$ cat config.mk
export PLATFORM = sky130hd
export DESIGN_NAME = asr_host
export DESIGN_NICKNAME = d
export VERILOG_FILES = /design/src/hdl/asr_pkg.sv /design/src/hdl/asr_host.sv /design/src/hdl/asr_delay.sv
export SDC_FILE = /design/constraint.sdc
export NUM_CORES = 1
export LEC_CHECK = 0
export BUFFER_PORTS_ARGS = -buffer_cell sky130_fd_sc_hd__buf_2
export CAP_MARGIN = 15
export CORE_MARGIN = 2
export CORE_UTILIZATION = 35
export CTS_BUF_LIST = sky130_fd_sc_hd__clkbuf_2
export DETAILED_ROUTE_END_ITERATION = 7
export PLACE_DENSITY = 0.68
export SLEW_MARGIN = 20
export SYNTH_ARGS = -nofsm -noshare
export SYNTH_HDL_FRONTEND = slang
export SYNTH_SLANG_ARGS = --single-unit
$ cat constraint.sdc
create_clock -name REF_CLK_IN -period 2.7 [get_ports REF_CLK_IN]
set_input_delay 0.135 -clock REF_CLK_IN [delete_from_list [all_inputs] [get_ports REF_CLK_IN]]
set_output_delay 0.135 -clock REF_CLK_IN [all_outputs]
set_load 0.1 [all_outputs]
$ cat src/hdl/asr_pkg.sv
// Purpose: shared constants and types for the static memory host controller
// Assumes: 20 MHz controller clock, memory with 12 ns class timing
// Notes:   cycle counts derive from the nanosecond figures and the clock period
package asr_pkg;

    localparam int ADDR_W   = 15;
    localparam int DATA_W   = 8;
    localparam int WORDS    = 32768;
    localparam int CNT_W    = 4;

    localparam int CLK_PERIOD_NS = 50;

    // least times the controller must wait or hold, rounded up to whole cycles
    localparam int T_AA_NS   = 12;
    localparam int T_HZOE_NS = 5;
    localparam int T_HZWE_NS = 7;
    localparam int T_SD_NS   = 8;
    localparam int T_PWE_NS  = 8;

    localparam int AA_CYC_RAW    = (T_AA_NS + CLK_PERIOD_NS - 1) / CLK_PERIOD_NS;
    localparam int HZOE_CYC_RAW  = (T_HZOE_NS + CLK_PERIOD_NS - 1) / CLK_PERIOD_NS;
    localparam int HZWE_CYC_RAW  = (T_HZWE_NS + CLK_PERIOD_NS - 1) / CLK_PERIOD_NS;
    localparam int SD_PWE_NS     = (T_SD_NS > T_PWE_NS) ? T_SD_NS : T_PWE_NS;
    localparam int SD_CYC_RAW    = (SD_PWE_NS + CLK_PERIOD_NS - 1) / CLK_PERIOD_NS;

    localparam int AA_CYC   = (AA_CYC_RAW < 1) ? 1 : AA_CYC_RAW;
    localparam int HZOE_CYC = (HZOE_CYC_RAW < 1) ? 1 : HZOE_CYC_RAW;
    localparam int HZWE_CYC = (HZWE_CYC_RAW < 1) ? 1 : HZWE_CYC_RAW;
    localparam int SD_CYC   = (SD_CYC_RAW < 1) ? 1 : SD_CYC_RAW;

    // counter load values: a load of n gives n+1 cycles in the waiting state
    localparam logic [CNT_W-1:0] AA_LOAD   = CNT_W'(AA_CYC - 1);
    localparam logic [CNT_W-1:0] HZOE_LOAD = CNT_W'(HZOE_CYC - 1);
    localparam logic [CNT_W-1:0] HZWE_LOAD = CNT_W'(HZWE_CYC - 1);
    localparam logic [CNT_W-1:0] SD_LOAD   = CNT_W'(SD_CYC - 1);
    localparam logic [CNT_W-1:0] CNT_ZERO  = 4'h0;

    // pin levels after reset: deselected, strobes high, address zero
    localparam logic [ADDR_W-1:0] ADDR_RST = 15'h0000;
    localparam logic [DATA_W-1:0] DATA_RST = 8'h00;

    typedef struct packed {
        logic              write;
        logic [ADDR_W-1:0] addr;
        logic [DATA_W-1:0] wdata;
    } asr_req_t;

    typedef enum logic [2:0] {
        ST_IDLE    = 3'b000,
        ST_READ    = 3'b001,
        ST_RD_TURN = 3'b010,
        ST_W_FLOAT = 3'b011,
        ST_W_SETUP = 3'b100,
        ST_W_END   = 3'b101
    } asr_state_t;

endpackage

$ cat src/hdl/asr_host.sv
// Purpose: host controller driving a 32K x 8 asynchronous static memory
// Assumes: one 20 MHz clock, user requests synchronous to it
// Notes:   one access at a time; every pin output comes from a flip-flop
//
// Notes on behaviour
// memory holds 32K bytes, addressed by 15 lines over shared 8-bit data pins.
// select high deselects the memory; its data pins float, standby power.
// read data valid within 12 ns of stable address, select, output drive low.
// after an address change old read data holds at least 3 ns.
// output drive high keeps the memory's data pins floating.
// a write happens only while select and write strobe are both low.
// data setup and hold count from whichever strobe rises first.
// select rising with write strobe keeps memory outputs floating.
// write strobe stays high through every read.
// in strobe-controlled writes output drive stays high throughout; the code holds it low when WR_KEEP_OE_IN is high.
// never drive write data while the memory may still drive the pins.
// write with output drive low lasts float delay plus data setup.
// select and write strobe low float memory pins regardless of output drive.
`timescale 1ns/100ps
module asr_host (
    input  wire logic                       REF_CLK_IN,
    input  wire logic                       RESETN_IN,
    input  wire logic                       REQ_VALID_IN,
    input  wire asr_pkg::asr_req_t          REQ_IN,
    input  wire logic                       WR_KEEP_OE_IN,
    output logic                            REQ_READY_OUT,
    output logic [asr_pkg::DATA_W-1:0]      RDATA_OUT,
    output logic                            RDATA_VALID_OUT,
    output logic                            WDONE_OUT,
    output logic [asr_pkg::ADDR_W-1:0]      MEM_ADDR_OUT,
    output logic                            MEM_SEL_N_OUT,
    output logic                            MEM_OUT_DRIVE_N_OUT,
    output logic                            MEM_WR_STROBE_N_OUT,
    input  wire logic [asr_pkg::DATA_W-1:0] SHARED_DATA_PINS_IN,
    output logic [asr_pkg::DATA_W-1:0]      SHARED_DATA_PINS_OUT,
    output logic                            SHARED_DATA_PINS_OE_OUT
);
    import asr_pkg::*;

    asr_state_t        state_reg;
    asr_state_t        state_next;
    logic              keep_oe_reg;
    logic              keep_oe_next;
    logic [ADDR_W-1:0] addr_reg;
    logic [ADDR_W-1:0] addr_next;
    logic [DATA_W-1:0] wdata_reg;
    logic [DATA_W-1:0] wdata_next;
    logic              sel_n_reg;
    logic              sel_n_next;
    logic              oe_n_reg;
    logic              oe_n_next;
    logic              we_n_reg;
    logic              we_n_next;
    logic              doe_reg;
    logic              doe_next;
    logic [DATA_W-1:0] rdata_reg;
    logic [DATA_W-1:0] rdata_next;
    logic              rvalid_reg;
    logic              rvalid_next;
    logic              wdone_reg;
    logic              wdone_next;
    logic              ready_reg;
    logic              ready_next;
    logic              cnt_load;
    logic [CNT_W-1:0]  cnt_val;
    logic              cnt_done;

    wire accept    = (state_reg == ST_IDLE) && REQ_VALID_IN;
    wire acc_read  = accept && !REQ_IN.write;
    wire acc_write = accept && REQ_IN.write;

    asr_delay u_delay (
        .clk_in      (REF_CLK_IN),
        .rst_n_in    (RESETN_IN),
        .load_in     (cnt_load),
        .load_val_in (cnt_val),
        .done_out    (cnt_done)
    );

    always_comb begin
        state_next   = state_reg;
        keep_oe_next = keep_oe_reg;
        addr_next    = addr_reg;
        wdata_next   = wdata_reg;
        sel_n_next   = sel_n_reg;
        oe_n_next    = oe_n_reg;
        we_n_next    = we_n_reg;
        doe_next     = doe_reg;
        rdata_next   = rdata_reg;
        rvalid_next  = 1'b0;
        wdone_next   = 1'b0;
        cnt_load     = 1'b0;
        cnt_val      = CNT_ZERO;
        unique case (state_reg)
            ST_IDLE: begin
                doe_next = 1'b0;
                if (acc_read) begin
                    // address, select and output drive go together
                    addr_next  = REQ_IN.addr;
                    sel_n_next = 1'b0;
                    oe_n_next  = 1'b0;
                    we_n_next  = 1'b1;
                    cnt_load   = 1'b1;
                    cnt_val    = AA_LOAD;
                    state_next = ST_READ;
                end else if (acc_write) begin
                    addr_next    = REQ_IN.addr;
                    wdata_next   = REQ_IN.wdata;
                    keep_oe_next = WR_KEEP_OE_IN;
                    sel_n_next   = 1'b0;
                    we_n_next    = 1'b0;
                    oe_n_next    = !WR_KEEP_OE_IN;
                    if (WR_KEEP_OE_IN) begin
                        // memory may still drive until the strobe floats it
                        doe_next   = 1'b0;
                        cnt_load   = 1'b1;
                        cnt_val    = HZWE_LOAD;
                        state_next = ST_W_FLOAT;
                    end else begin
                        // output drive high, pins already floating
                        doe_next   = 1'b1;
                        cnt_load   = 1'b1;
                        cnt_val    = SD_LOAD;
                        state_next = ST_W_SETUP;
                    end
                end
            end
            ST_READ: begin
                if (cnt_done) begin
                    // sampled a whole period after the address, well past access time
                    rdata_next  = SHARED_DATA_PINS_IN;
                    rvalid_next = 1'b1;
                    // address held until after the sample, old data hold not relied on
                    sel_n_next  = 1'b1;
                    oe_n_next   = 1'b1;
                    cnt_load    = 1'b1;
                    cnt_val     = HZOE_LOAD;
                    state_next  = ST_RD_TURN;
                end
            end
            ST_RD_TURN: begin
                // give the memory time to float before any write may drive
                if (cnt_done) begin
                    state_next = ST_IDLE;
                end
            end
            ST_W_FLOAT: begin
                if (cnt_done) begin
                    // float delay has passed; setup time now starts
                    doe_next   = 1'b1;
                    cnt_load   = 1'b1;
                    cnt_val    = SD_LOAD;
                    state_next = ST_W_SETUP;
                end
            end
            ST_W_SETUP: begin
                if (cnt_done) begin
                    // both strobes rise on one edge, write ends here
                    sel_n_next = 1'b1;
                    we_n_next  = 1'b1;
                    oe_n_next  = 1'b1;
                    state_next = ST_W_END;
                end
            end
            ST_W_END: begin
                // data and address held one cycle past the rising strobes
                doe_next   = 1'b0;
                wdone_next = 1'b1;
                state_next = keep_oe_reg ? ST_RD_TURN : ST_IDLE;
                if (keep_oe_reg) begin
                    cnt_load = 1'b1;
                    cnt_val  = HZOE_LOAD;
                end
            end
            default: begin
                sel_n_next = 1'b1;
                oe_n_next  = 1'b1;
                we_n_next  = 1'b1;
                doe_next   = 1'b0;
                state_next = ST_IDLE;
            end
        endcase
    end

    assign ready_next = (state_next == ST_IDLE);

    always_ff @(posedge REF_CLK_IN or negedge RESETN_IN) begin
        if (!RESETN_IN) begin
            state_reg   <= ST_IDLE;
            keep_oe_reg <= 1'b0;
            addr_reg    <= ADDR_RST;
            wdata_reg   <= DATA_RST;
            sel_n_reg   <= 1'b1;
            oe_n_reg    <= 1'b1;
            we_n_reg    <= 1'b1;
            doe_reg     <= 1'b0;
            rdata_reg   <= DATA_RST;
            rvalid_reg  <= 1'b0;
            wdone_reg   <= 1'b0;
            ready_reg   <= 1'b1;
        end else begin
            state_reg   <= state_next;
            keep_oe_reg <= keep_oe_next;
            addr_reg    <= addr_next;
            wdata_reg   <= wdata_next;
            sel_n_reg   <= sel_n_next;
            oe_n_reg    <= oe_n_next;
            we_n_reg    <= we_n_next;
            doe_reg     <= doe_next;
            rdata_reg   <= rdata_next;
            rvalid_reg  <= rvalid_next;
            wdone_reg   <= wdone_next;
            ready_reg   <= ready_next;
        end
    end

    assign REQ_READY_OUT           = ready_reg;
    assign RDATA_OUT               = rdata_reg;
    assign RDATA_VALID_OUT         = rvalid_reg;
    assign WDONE_OUT               = wdone_reg;
    assign MEM_ADDR_OUT            = addr_reg;
    assign MEM_SEL_N_OUT           = sel_n_reg;
    assign MEM_OUT_DRIVE_N_OUT     = oe_n_reg;
    assign MEM_WR_STROBE_N_OUT     = we_n_reg;
    assign SHARED_DATA_PINS_OUT    = wdata_reg;
    assign SHARED_DATA_PINS_OE_OUT = doe_reg;
endmodule

$ cat src/hdl/asr_delay.sv
// Purpose: down counter that times waits between memory pin edges
// Assumes: load value counted in controller clock cycles
// Notes:   done is high while the count stands at zero
`timescale 1ns/100ps
module asr_delay (
    input  wire logic                      clk_in,
    input  wire logic                      rst_n_in,
    input  wire logic                      load_in,
    input  wire logic [asr_pkg::CNT_W-1:0] load_val_in,
    output logic                           done_out
);
    import asr_pkg::*;

    logic [CNT_W-1:0] cnt_reg;
    logic [CNT_W-1:0] cnt_next;

    assign cnt_next = load_in ? load_val_in :
                      (cnt_reg == CNT_ZERO) ? CNT_ZERO : cnt_reg - 4'h1;
    assign done_out = (cnt_reg == CNT_ZERO);

    always_ff @(posedge clk_in or negedge rst_n_in) begin
        if (!rst_n_in) begin
            cnt_reg <= CNT_ZERO;
        end else begin
            cnt_reg <= cnt_next;
        end
    end
endmodule

# ---- After elaboration in Yosys (flattened, before gate mapping)
# Cells that the tools add are included.
dict set report totals {
  ff_bits 46
  out_inout_bits 38
  elab_cells 80
}
dict set report op_classes {
  n_addsub 1
  n_eq_ne 9
  n_mux 33
  bitwise 4
  reduce_logical 20
}
# cell count
set ops {}
lappend ops {{two-way mux 15 bit} 2}
lappend ops {{two-way mux 3 bit} 7}
lappend ops {{one-hot mux 3 bit (6 select lines)} 1}
lappend ops {{two-way mux 1 bit} 15}
lappend ops {{one-hot mux 1 bit (3 select lines)} 5}
lappend ops {{AND reduction 3 bit} 3}
lappend ops {{two-way mux 4 bit} 2}
lappend ops {{equality test 3 x 2 -> 1 bit, second input constant} 2}
lappend ops {{equality test 3 bit, second input constant} 2}
lappend ops {{logical NOT 3 bit} 2}
lappend ops {{AND reduction 2 bit} 3}
lappend ops {{OR reduction 3 bit} 2}
lappend ops {{logical NOT 4 bit} 1}
lappend ops {{!= test 2 bit, second input constant} 2}
lappend ops {{NOT 1 bit} 4}
lappend ops {{OR reduction 2 bit} 2}
lappend ops {{OR reduction 4 bit} 1}
lappend ops {{subtractor 4 x 1 -> 4 bit, second input constant} 1}
lappend ops {{equality test 3 x 1 -> 1 bit, second input constant} 1}
lappend ops {{logical AND 1 bit} 3}
lappend ops {{!= test 3 bit, second input constant} 1}
lappend ops {{logical NOT 1 bit} 2}
lappend ops {{two-way mux 2 bit} 1}
lappend ops {{!= test 2 x 1 -> 1 bit, second input constant} 1}
lappend ops {{nonzero test 2 bit} 1}

# ---- Depth between registers and ports, before layout
# Gate-level depths: netlist (run 1).
dict set report depth {
  ltp_word 7
  depth_mapped 5
  depth_no_buf 4
}

# ---- Cells and area by module
# Synthesis (run 1) repeated with hierarchy kept, for this count alone.
dict set report unflattened {
  hier_cells 145
  hier_area_um2 1968.1
}
# module n_inst cells_per_inst area_per_inst_um2 seq_area_each_um2
set by_module_without_submodules {}
lappend by_module_without_submodules {asr_host 1 125 1776.7 1056.0}
lappend by_module_without_submodules {asr_delay 1 20 191.4 100.1}

# ---- Worst setup path after synthesis (run 1)
# OpenSTA, ideal clock, no wires.
dict set report synth_timing {
  path_type {register to register}
  startpoint {register u_delay.cnt_reg[0]}
  endpoint {register u_delay.cnt_reg[0]}
  arrival_ps 1415
  required_ps 2555
  setup_slack_ps 1141
  path_stages_with_launch 5
  synth_period_minus_slack_ps 1559
  cell_sequence {dfrtp_1 nor4_4 a2bb2oi_1 o21ai_0 nor3_1}
}
dict set report synth_between {
  elab_chain_cells 4
}
# item line_no
set synth_lines {}
lappend synth_lines {{from (decl)} asr_delay.sv:14} ;# logic [CNT_W-1:0] cnt_reg;
lappend synth_lines {{from (signal assigned)} asr_delay.sv:25} ;# cnt_reg <= cnt_next;
lappend synth_lines {{branches (longest 3 deep; another with subtractor 4 x 1 -> 4 bit)} n/a}
lappend synth_lines {{two-way mux 4 bit *} asr_delay.sv:17} ;# assign cnt_next = load_in ? load_val_in :
lappend synth_lines {{named net u_delay.cnt_next[0]} asr_delay.sv:15} ;# logic [CNT_W-1:0] cnt_next;
# Mark *: on every way through the listed nets, which the timed path passes.
# A chain may end at the register's enable or synchronous reset.

# ---- Worst setup path after layout (run 1)
dict set report layout_timing {
  startpoint {register state_reg[2]}
  endpoint {register ready_reg (netlist: REQ_READY_OUT)}
}
dict set report layout_between {
  elab_chain_cells 7
}
# item line_no
set layout_lines {}
lappend layout_lines {{from (decl)} asr_host.sv:40} ;# asr_state_t state_reg;
lappend layout_lines {{from (signal assigned)} asr_host.sv:202} ;# state_reg <= state_next;
lappend layout_lines {{logical NOT 3 bit} {asr_host.sv:68, asr_host.sv:94}}
lappend layout_lines {{logical AND 1 bit} asr_host.sv:68} ;# wire accept = (state_reg == ST_IDLE) && REQ_VALID_IN;
lappend layout_lines {{logical AND 1 bit} asr_host.sv:70} ;# wire acc_write = accept && REQ_IN.write;
lappend layout_lines {{two-way mux 3 bit} asr_host.sv:106} ;# end else if (acc_write) begin
lappend layout_lines {{two-way mux 3 bit} asr_host.sv:97} ;# if (acc_read) begin
lappend layout_lines {{one-hot mux 3 bit (6 select lines) *} asr_host.sv:94} ;# unique case (state_reg)
lappend layout_lines {{named net state_next[0]} asr_host.sv:41} ;# asr_state_t state_next;
lappend layout_lines {{logical NOT 3 bit *} asr_host.sv:185} ;# assign ready_next = (state_next == ST_IDLE);
lappend layout_lines {{named net ready_next} asr_host.sv:63} ;# logic ready_next;
lappend layout_lines {{to (signal assigned)} asr_host.sv:213} ;# ready_reg <= ready_next;
lappend layout_lines {{to (decl)} asr_host.sv:62} ;# logic ready_reg;
# The timed path passes the listed nets; every way through them passes the cells marked *.

==> impl_metrics.env, run 1 <==
export IMPL_dp_hpwl_um=2700
export IMPL_cts_root_buf="clkbuf_2"
export IMPL_synthDistinctLibCells=31
export IMPL_max_stage_delay_ns=0.88
export IMPL_grt_max_degree=47
export IMPL_final_setup_tns_ns=0
export IMPL_setup_violations=0
export IMPL_netlist_area_mm2=0.00189
export IMPL_cts_made_buffers=5
export IMPL_crit_fanout=17
export IMPL_synth_area_leaders="dfrtp_1 (56%), nand2_1 (10%), mux2_2 (9.6%)"
export IMPL_ant_nets=0
export IMPL_hold_path_depth=3
export IMPL_cts_sinks=46
export IMPL_die_w_um=77.4
export IMPL_cts_max_level=2
export IMPL_netlist_top_cell_by_area="dfrtp_1"
export IMPL_gp_congestion=0.753
export IMPL_fin_crit_ns=1.99
export IMPL_tightest_slew_ns=0.594
export IMPL_grt_overflow=0
export IMPL_status="finished, final reports clean"
export IMPL_rrSetupSlack_ns=0.71
export IMPL_largest_reg_flops=15
export IMPL_dieArea_mm2=0.00599
export IMPL_ys_ff_latch=46
export IMPL_path_class="flop to flop"
export IMPL_die_h_um=77.4
export IMPL_drt_iter0_drc=56
export IMPL_dr_pass1_iters=4
export IMPL_seqCellArea_mm2=0.00116
export IMPL_holdCritStartpoint="REQ_IN[23]"
export IMPL_rows=26
export IMPL_syn_to_final_growth_pct=42.7
export IMPL_syn_nets=199
export IMPL_route_detailed_drc=0
export IMPL_tritoncts="yes"
export IMPL_ys_seq_area_frac=0.613
export IMPL_insertion_delay_ns=0.42
export IMPL_routed_wl_um=4300
export IMPL_worstPathArrival_ns=2.33
export IMPL_r2r_cells=4
export IMPL_ios=74
export IMPL_post_cts_repair_setup_buffers=0
export IMPL_port_buffers=73
export IMPL_syn_area_per_cell_um2=11.6
export IMPL_synthTopCellsByCount="nand2_1 (50), dfrtp_1 (42), mux2_2 (16)"
export IMPL_fillCellCount=475
export IMPL_slowest_stage="or4b_1"
export IMPL_end_kind="flop"
export IMPL_clock_path_buffers=2
export IMPL_start_util=0.367
export IMPL_antenna_cells=0
export IMPL_fin_crit_sh=0.736
export IMPL_multi_input_area_um2=691
export IMPL_post_drt_wl_per_cell_um=12.6
export IMPL_cp_required_ns=3.04
export IMPL_slew_viol_final=0
export IMPL_grt_pass1_wl_um=7510
export IMPL_core_mm2=0.00514
export IMPL_path_clk_slew_ns=0.25
export IMPL_ys_flop_type="dfrtp_1"
export IMPL_timing_fmax_mhz=503
export IMPL_yosys_warnings=0
export IMPL_finalHoldViolations=0
export IMPL_synth_most_common_cell="nand2_1"
export IMPL_async_reset_ff_frac=1.00
export IMPL_skew_ns=0.0373
export IMPL_avgViaCountPerCell=4.59
export IMPL_startpoint_type="flop"
export IMPL_drive_gt1_frac=0.395
export IMPL_grt_use_total=0.157
export IMPL_worstHoldPathType="input pin to flop"
export IMPL_synth_cells=163
export IMPL_rr_endpoint="REQ_READY_OUT"
export IMPL_synth_top_area_frac=0.557
export IMPL_drv_cap=0
export IMPL_synth_edf_count=0
export IMPL_vias=1566
export IMPL_path_cells="or4b_1, o32ai_1, a41o_1, nor3_2"
export IMPL_rsz0062_at_grt="no"
export IMPL_nNetsFinal=306
export IMPL_relSlewSlack=0.601
export IMPL_r2r_start="state_reg[2]"
export IMPL_grt_pass1_vias=1611
export IMPL_antenna_found_initial=0
export IMPL_holdPathEnd="keep_oe_reg"
-- layout make-up --
class / instances / area share
clock inverters: 2 / 0.00558
well taps: 70 / 0.0326
multi-input cells: 107 / 0.257
flip-flops and latches: 46 / 0.430
inverters: 4 / 0.00558
repair buffers: 106 / 0.259
clock buffers: 6 / 0.0112
-- worst max-delay path: cells and delay by family, from the launching register on --
kind            cells  cell delay, ns
flops               1            0.58
compound gates      2            0.39
simple gates        2            0.93
-- cells by family after synthesis --
| logic type | share of synthesized area |
|---|---|
| buffers and inverters | 0.0206 |
| multiplexers | 0.0956 |
| flip-flops | 0.613 |
| AND/OR/NAND/NOR | 0.180 |
| AO/OA/AOI/OAI | 0.0909 |
-- metrics by stage --
step	setup WS, ns	util	std cells	instance area [µm²]	hold WS (ns)
floorplan	1.14	-	163	1890	-0.161
global route	0.584	0.523	341	2690	0.000657
detailed placement	0.755	0.452	301	2320	0.329
global placement	0.813	0.452	301	2320	0.324
CTS	0.697	0.523	341	2690	0.0126
finish	0.713	0.523	341	2690	0.0243
-- cell usage in the layout, fill, tap and decap left out, drive strengths merged, types with 3 or more instances in the layout --
cell,count
inv,4
buf,74
o21ai,5
dfrtp,42
nand2,51
clkbuf,6
dlygate4sd3,32
nor2,3
dfstp,4
mux2,16
a21oi,5
o32ai,3
-- worst max path at each step --
stage / end / start / cells past startpoint
2_1_floorplan: u_delay.cnt_reg[0] / u_delay.cnt_reg[0] / 4
3_3_place_gp: REQ_READY_OUT / state_reg[2] / 4
3_5_place_dp: REQ_READY_OUT / state_reg[2] / 4
4_1_cts: REQ_READY_OUT / state_reg[2] / 4
5_1_grt: REQ_READY_OUT / state_reg[2] / 4
6_report: REQ_READY_OUT / state_reg[2] / 4
-- layer usage --
metal | vias to the layer above | share of wire | track usage
met5 | - | 0 | 0
met4 | 0 | 0.014 | 0.0482
met3 | 5 | 0.053 | 0.0407
met2 | 48 | 0.48 | 0.263
met1 | 744 | 0.45 | 0.199
li1 | 769 | - | -
-- timing repair --
item,CTS,global route
hold endpoints to repair,73,0
hold buffers,32,0
gates resized for setup,0,0
Power of run 1 is not shown: default switching activity piles up to over one toggle a cycle in this logic, so the estimate is an artifact.
==> run 2, diff against run 1 <==
==> constraint.sdc (replaced) <==
create_clock -name REF_CLK_IN -period 1.86 [get_ports REF_CLK_IN]
set_input_delay 0.093 -clock REF_CLK_IN [delete_from_list [all_inputs] [get_ports REF_CLK_IN]]
set_output_delay 0.093 -clock REF_CLK_IN [all_outputs]
set_load 0.1 [all_outputs]
==> run 2 against run 1 <==
Compared with the run above:
- cell count grew 2.1%
- critical path depth is the same
- cell area increased by 2.9%
- non-clock buffer count rose by 7
- via count is 2.7% higher
- die area is the same
- count of clock-buffer cells in the layout did not move
- register-to-register slack worse by 0.47 ns
- worst setup slack got worse by 0.47 ns
- worst hold slack gained 0.060 ns
- core utilization increased by 1.5 points
- first-iteration DRC count rose by 75%
- critical path type unchanged
- critical endpoint is now MEM_ADDR_OUT[3]
- highest routed layer unchanged
==> impl_metrics.env, run 2 (synthesis gave the netlist of run 1 again) <==
export IMPL_status="finished, final reports clean"
export IMPL_worstHoldPathType="input pin to flop"
export IMPL_hold_ws_ns=0.0846
export IMPL_cts_made_buffers=5
export IMPL_slew_viol_final=0
export IMPL_core_mm2=0.00514
export IMPL_final_setup_tns_ns=0
export IMPL_largest_reg_flops=15
export IMPL_fin_crit_ns=1.62
export IMPL_syn_to_final_growth_pct=46.8
export IMPL_die_w_um=77.4
export IMPL_hold_path_depth=3
export IMPL_rsz0062_at_grt="no"
export IMPL_cts_hold_buf=34
export IMPL_insertion_delay_ns=0.40
export IMPL_rows=26
export IMPL_timing_fmax_mhz=617
export IMPL_use_met1=0.197
export IMPL_max_stage_delay_ns=0.58
export IMPL_relSlewSlack=0.631
export IMPL_tritoncts="yes"
export IMPL_dieArea_mm2=0.00599
export IMPL_cts_root_buf="clkbuf_2"
export IMPL_drv_cap=0
export IMPL_ios=74
export IMPL_path_cells="or4b_1, buf_4, nand2_1, nand2_1"
export IMPL_rrSetupSlack_ns=0.24
export IMPL_use_met2=0.264
export IMPL_post_drt_wl_per_cell_um=12.4
export IMPL_clock_path_buffers=2
export IMPL_fin_crit_sh=0.871
export IMPL_worstPathArrival_ns=1.94
export IMPL_grt_use_total=0.157
export IMPL_route_detailed_drc=0
export IMPL_grt_overflow=0
export IMPL_finalHoldViolations=0
export IMPL_layout_common_cells="buf_2 (73), nand2_1 (50), dfrtp_1 (42)"
export IMPL_drive_gt1_frac=0.403
export IMPL_vias=1609
export IMPL_grt_pass1_wl_um=7540
export IMPL_post_cts_repair_setup_buffers=0
export IMPL_end_kind="flop"
export IMPL_r2r_start="state_reg[1]"
export IMPL_cts_sinks=46
export IMPL_fillCellCount=469
export IMPL_antenna_found_initial=0
export IMPL_drt_iter0_drc=98
export IMPL_top_usage_layer="met2"
export IMPL_cts_resized=0
export IMPL_skew_ns=0.00961
export IMPL_path_common_cell="nand2_1"
export IMPL_dr_pass1_iters=4
export IMPL_holdPathEnd="state_reg[2]"
export IMPL_setup_violations=0
export IMPL_port_buffers=73
export IMPL_path_clk_slew_ns=0.22
export IMPL_rr_endpoint="MEM_ADDR_OUT[3]"
export IMPL_antenna_cells=0
export IMPL_routed_wl_um=4300
export IMPL_cp_required_ns=2.18
export IMPL_holdCritStartpoint="REQ_VALID_IN"
export IMPL_cts_max_level=2
export IMPL_gp_congestion=0.758
export IMPL_crit_fanout=16
export IMPL_slowest_stage="or4b_1"
export IMPL_ant_nets=0
export IMPL_dp_hpwl_um=2740
export IMPL_tightest_slew_ns=0.554
export IMPL_grt_pass1_vias=1681
export IMPL_path_class="flop to flop"
export IMPL_layout_commonest_cell="buf_2"
export IMPL_start_util=0.367
export IMPL_r2r_cells=4
export IMPL_die_h_um=77.4
export IMPL_startpoint_type="flop"
export IMPL_grt_max_degree=47
export IMPL_grt_use_met3=0.0384
export IMPL_nNetsFinal=313
export IMPL_avgViaCountPerCell=4.62
[run 2: changes by cell type in the layout (fill, tap and decap cells not counted), sizes merged]
cell,before,now
buf,74,79
bufinv,0,1
clkinvlp,2,1
dlygate4sd3,32,34
[run 2: worst max path at each step]
stage                       startpoint                       to  cells after the start
floorplan           u_delay.cnt_reg[0]       u_delay.cnt_reg[0]                      4
global placement          state_reg[1]  SHARED_DATA_PINS_OUT[0]                      3
detailed placement        state_reg[1]  SHARED_DATA_PINS_OUT[2]                      3
CTS                       state_reg[0]  SHARED_DATA_PINS_OUT[2]                      3
global route              state_reg[1]  SHARED_DATA_PINS_OUT[2]                      3
finish                    state_reg[1]          MEM_ADDR_OUT[3]                      4
[run 2: layout make-up]
type / instances / area [µm²] / share of cell area
clock buffer: 6 / 30.0 / 0.0108
tap: 70 / 87.6 / 0.0316
timing repair buffer: 113 / 751 / 0.271
sequential: 46 / 1160 / 0.418
clock inverter: 2 / 37.5 / 0.0136
multi-input combinational: 107 / 691 / 0.250
inverter: 4 / 15.0 / 0.00542
[run 2: critical path: cells and delay by family (launching register included)]
| kind | cells | cell delay [ns] |
|---|---|---|
| buffers and inverters | 1 | 0.22 |
| flip-flops | 1 | 0.57 |
| AND/OR/NAND/NOR | 3 | 0.75 |
[run 2: metal layers]
layer | share of wire | vias to the layer above
met4 | 0.017 | 0
met1 | 0.42 | 759
met5 | 0 | -
met2 | 0.50 | 59
li1 | - | 783
met3 | 0.060 | 8
[run 2: stage by stage]
step	worst slack (ns)	std cells	utilization	cell area [µm²]
5_1_grt	0.134	348	0.538	2770
4_1_cts	0.234	348	0.538	2770
3_5_place_dp	0.266	306	0.459	2360
3_3_place_gp	0.329	306	0.459	2360
2_1_floorplan	0.301	163	-	1890
6_report	0.240	348	0.538	2770
Power of run 2 is left out for the same reason.
==> run 3, diff against run 2 <==
--- a/config.mk
+++ b/config.mk
@@ -7,11 +7,13 @@
 export LEC_CHECK = 0
 export BUFFER_PORTS_ARGS = -buffer_cell sky130_fd_sc_hd__buf_2
 export CAP_MARGIN = 15
+export CELL_PAD_IN_SITES_DETAIL_PLACEMENT = 1
+export CELL_PAD_IN_SITES_GLOBAL_PLACEMENT = 2
 export CORE_MARGIN = 2
-export CORE_UTILIZATION = 35
+export CORE_UTILIZATION = 30
 export CTS_BUF_LIST = sky130_fd_sc_hd__clkbuf_2
 export DETAILED_ROUTE_END_ITERATION = 7
-export PLACE_DENSITY = 0.68
+export PLACE_DENSITY = 0.87
 export SLEW_MARGIN = 20
 export SYNTH_ARGS = -nofsm -noshare
 export SYNTH_HDL_FRONTEND = slang
==> run 3 against run 2 <==
Compared with the run above:
- cell area up 0.14%
- non-clock buffer count unchanged
- routed wire length is 20% higher
- worst hold slack better by 0.038 ns
- core utilization is 7.6 points lower
- largest cell class unchanged
- highest routed layer unchanged
==> impl_metrics.env, run 3 (synthesis gave the netlist of run 1 again) <==
export IMPL_status="finished, final reports clean"
export IMPL_die_h_um=83.3
export IMPL_gp_congestion=0.754
export IMPL_hold_ws_ns=0.123
export IMPL_syn_to_final_growth_pct=47.0
export IMPL_fin_ws_ns=0.105
export IMPL_fin_crit_sh=0.944
export IMPL_r2r_cells=5
export IMPL_antenna_cells=0
export IMPL_post_drt_wl_per_cell_um=14.6
export IMPL_pre_cts_ws_ns=0.161
export IMPL_rr_endpoint="REQ_READY_OUT"
export IMPL_crit_fanout=6
export IMPL_cp_required_ns=2.20
export IMPL_skew_ns=0.0251
export IMPL_grt_max_degree=47
export IMPL_cts_root_buf="clkbuf_2"
export IMPL_cts_made_buffers=5
export IMPL_instances_no_fill=353
export IMPL_insertion_delay_ns=0.42
export IMPL_rrSetupSlack_ns=0.11
export IMPL_grt_pass1_wl_um=8820
export IMPL_dieArea_mm2=0.00694
export IMPL_timing_fmax_mhz=570
export IMPL_startpoint="u_delay.cnt_reg[0]"
export IMPL_routed_wl_um=5150
export IMPL_core_mm2=0.00599
export IMPL_ios=74
export IMPL_drive_gt1_frac=0.403
export IMPL_grt_pass1_vias=1831
export IMPL_layout_commonest_cell="buf_2"
export IMPL_relSlewSlack=0.616
export IMPL_ant_nets=0
export IMPL_cts_sinks=46
export IMPL_largest_reg_flops=15
export IMPL_multi_input_area_um2=691
export IMPL_nNetsFinal=313
export IMPL_fin_crit_ns=1.75
export IMPL_final_setup_tns_ns=0
export IMPL_route_detailed_drc=0
export IMPL_rsz0062_at_grt="no"
export IMPL_finalHoldViolations=0
export IMPL_path_clk_slew_ns=0.24
export IMPL_drv_cap=0
export IMPL_post_cts_repair_setup_buffers=0
export IMPL_tritoncts="yes"
export IMPL_drt_iter0_drc=73
export IMPL_tightest_slew_ns=0.575
export IMPL_dr_pass1_iters=4
export IMPL_cts_max_level=2
export IMPL_end_kind="flop"
export IMPL_grt_use_total=0.157
export IMPL_seqCellArea_mm2=0.00116
export IMPL_path_class="flop to flop"
export IMPL_fillCellCount=670
export IMPL_dp_hpwl_um=3230
export IMPL_start_util=0.315
export IMPL_worstHoldPathType="input pin to flop"
export IMPL_holdCritStartpoint="REQ_VALID_IN"
export IMPL_antenna_found_initial=0
export IMPL_worstPathArrival_ns=2.10
export IMPL_die_w_um=83.3
export IMPL_setup_violations=0
export IMPL_rows=28
export IMPL_clock_path_buffers=2
export IMPL_hold_path_depth=3
export IMPL_r2r_start="u_delay.cnt_reg[0]"
export IMPL_grt_overflow=0
export IMPL_avgViaCountPerCell=4.69
export IMPL_dp_cells=311
export IMPL_port_buffers=73
export IMPL_startpoint_type="flop"
export IMPL_vias=1657
export IMPL_layout_common_cells="buf_2 (73), nand2_1 (50), dfrtp_1 (42)"
export IMPL_slew_viol_final=0
export IMPL_holdPathEnd="state_reg[2]"
## run 3: cell types whose count changed in the layout (fill, tap and decap cells not counted), sizes merged
cell / previous run / this run
clkinvlp: 1 / 0
clkbuf: 6 / 7
## run 3: routing by layer
layer	vias up	wire, µm	global-route usage
met3	6	326	0.0477
met1	818	2030	0.182
met4	0	63	0.0447
li1	782	-	-
met2	51	2730	0.280
met5	-	0	0
## run 3: stage by stage
stage | area, µm² | utilization
floorplan | 1890 | -
global placement | 2370 | 0.395
detailed placement | 2370 | 0.395
CTS | 2770 | 0.463
global route | 2770 | 0.463
finish | 2770 | 0.463
## run 3: critical path, cell delays in order, from the launching register on
cell     delay, ns
dfrtp_1       0.51
nor4_4        0.48
buf_4         0.22
o32ai_1       0.07
a41o_1        0.25
nor3_2        0.16
## run 3: worst max-delay path by stage
stage                         end  slack, ns  depth (start not counted)
2_1_floorplan  u_delay.cnt_reg[0]       0.30                          4
3_3_place_gp        REQ_READY_OUT       0.22                          5
3_5_place_dp        REQ_READY_OUT       0.16                          5
4_1_cts             REQ_READY_OUT        0.1                          5
5_1_grt             REQ_READY_OUT       0.01                          5
6_report            REQ_READY_OUT       0.11                          5
## run 3: timing repair
item	CTS	global route
endpoints found under the hold margin	75	0
setup endpoints to repair	0	3
hold buffers	34	0
gates resized for setup	0	1
## run 3: final cells by class
| cell class | count | share of cell area |
|---|---|---|
| clock buffers | 7 | 0.0126 |
| well taps | 75 | 0.0339 |
| repair buffers | 113 | 0.271 |
| inverters | 4 | 0.00542 |
| multi-input cells | 107 | 0.249 |
| clock inverters | 1 | 0.0108 |
| flip-flops and latches | 46 | 0.417 |
Power of run 3 is left out for the same reason.
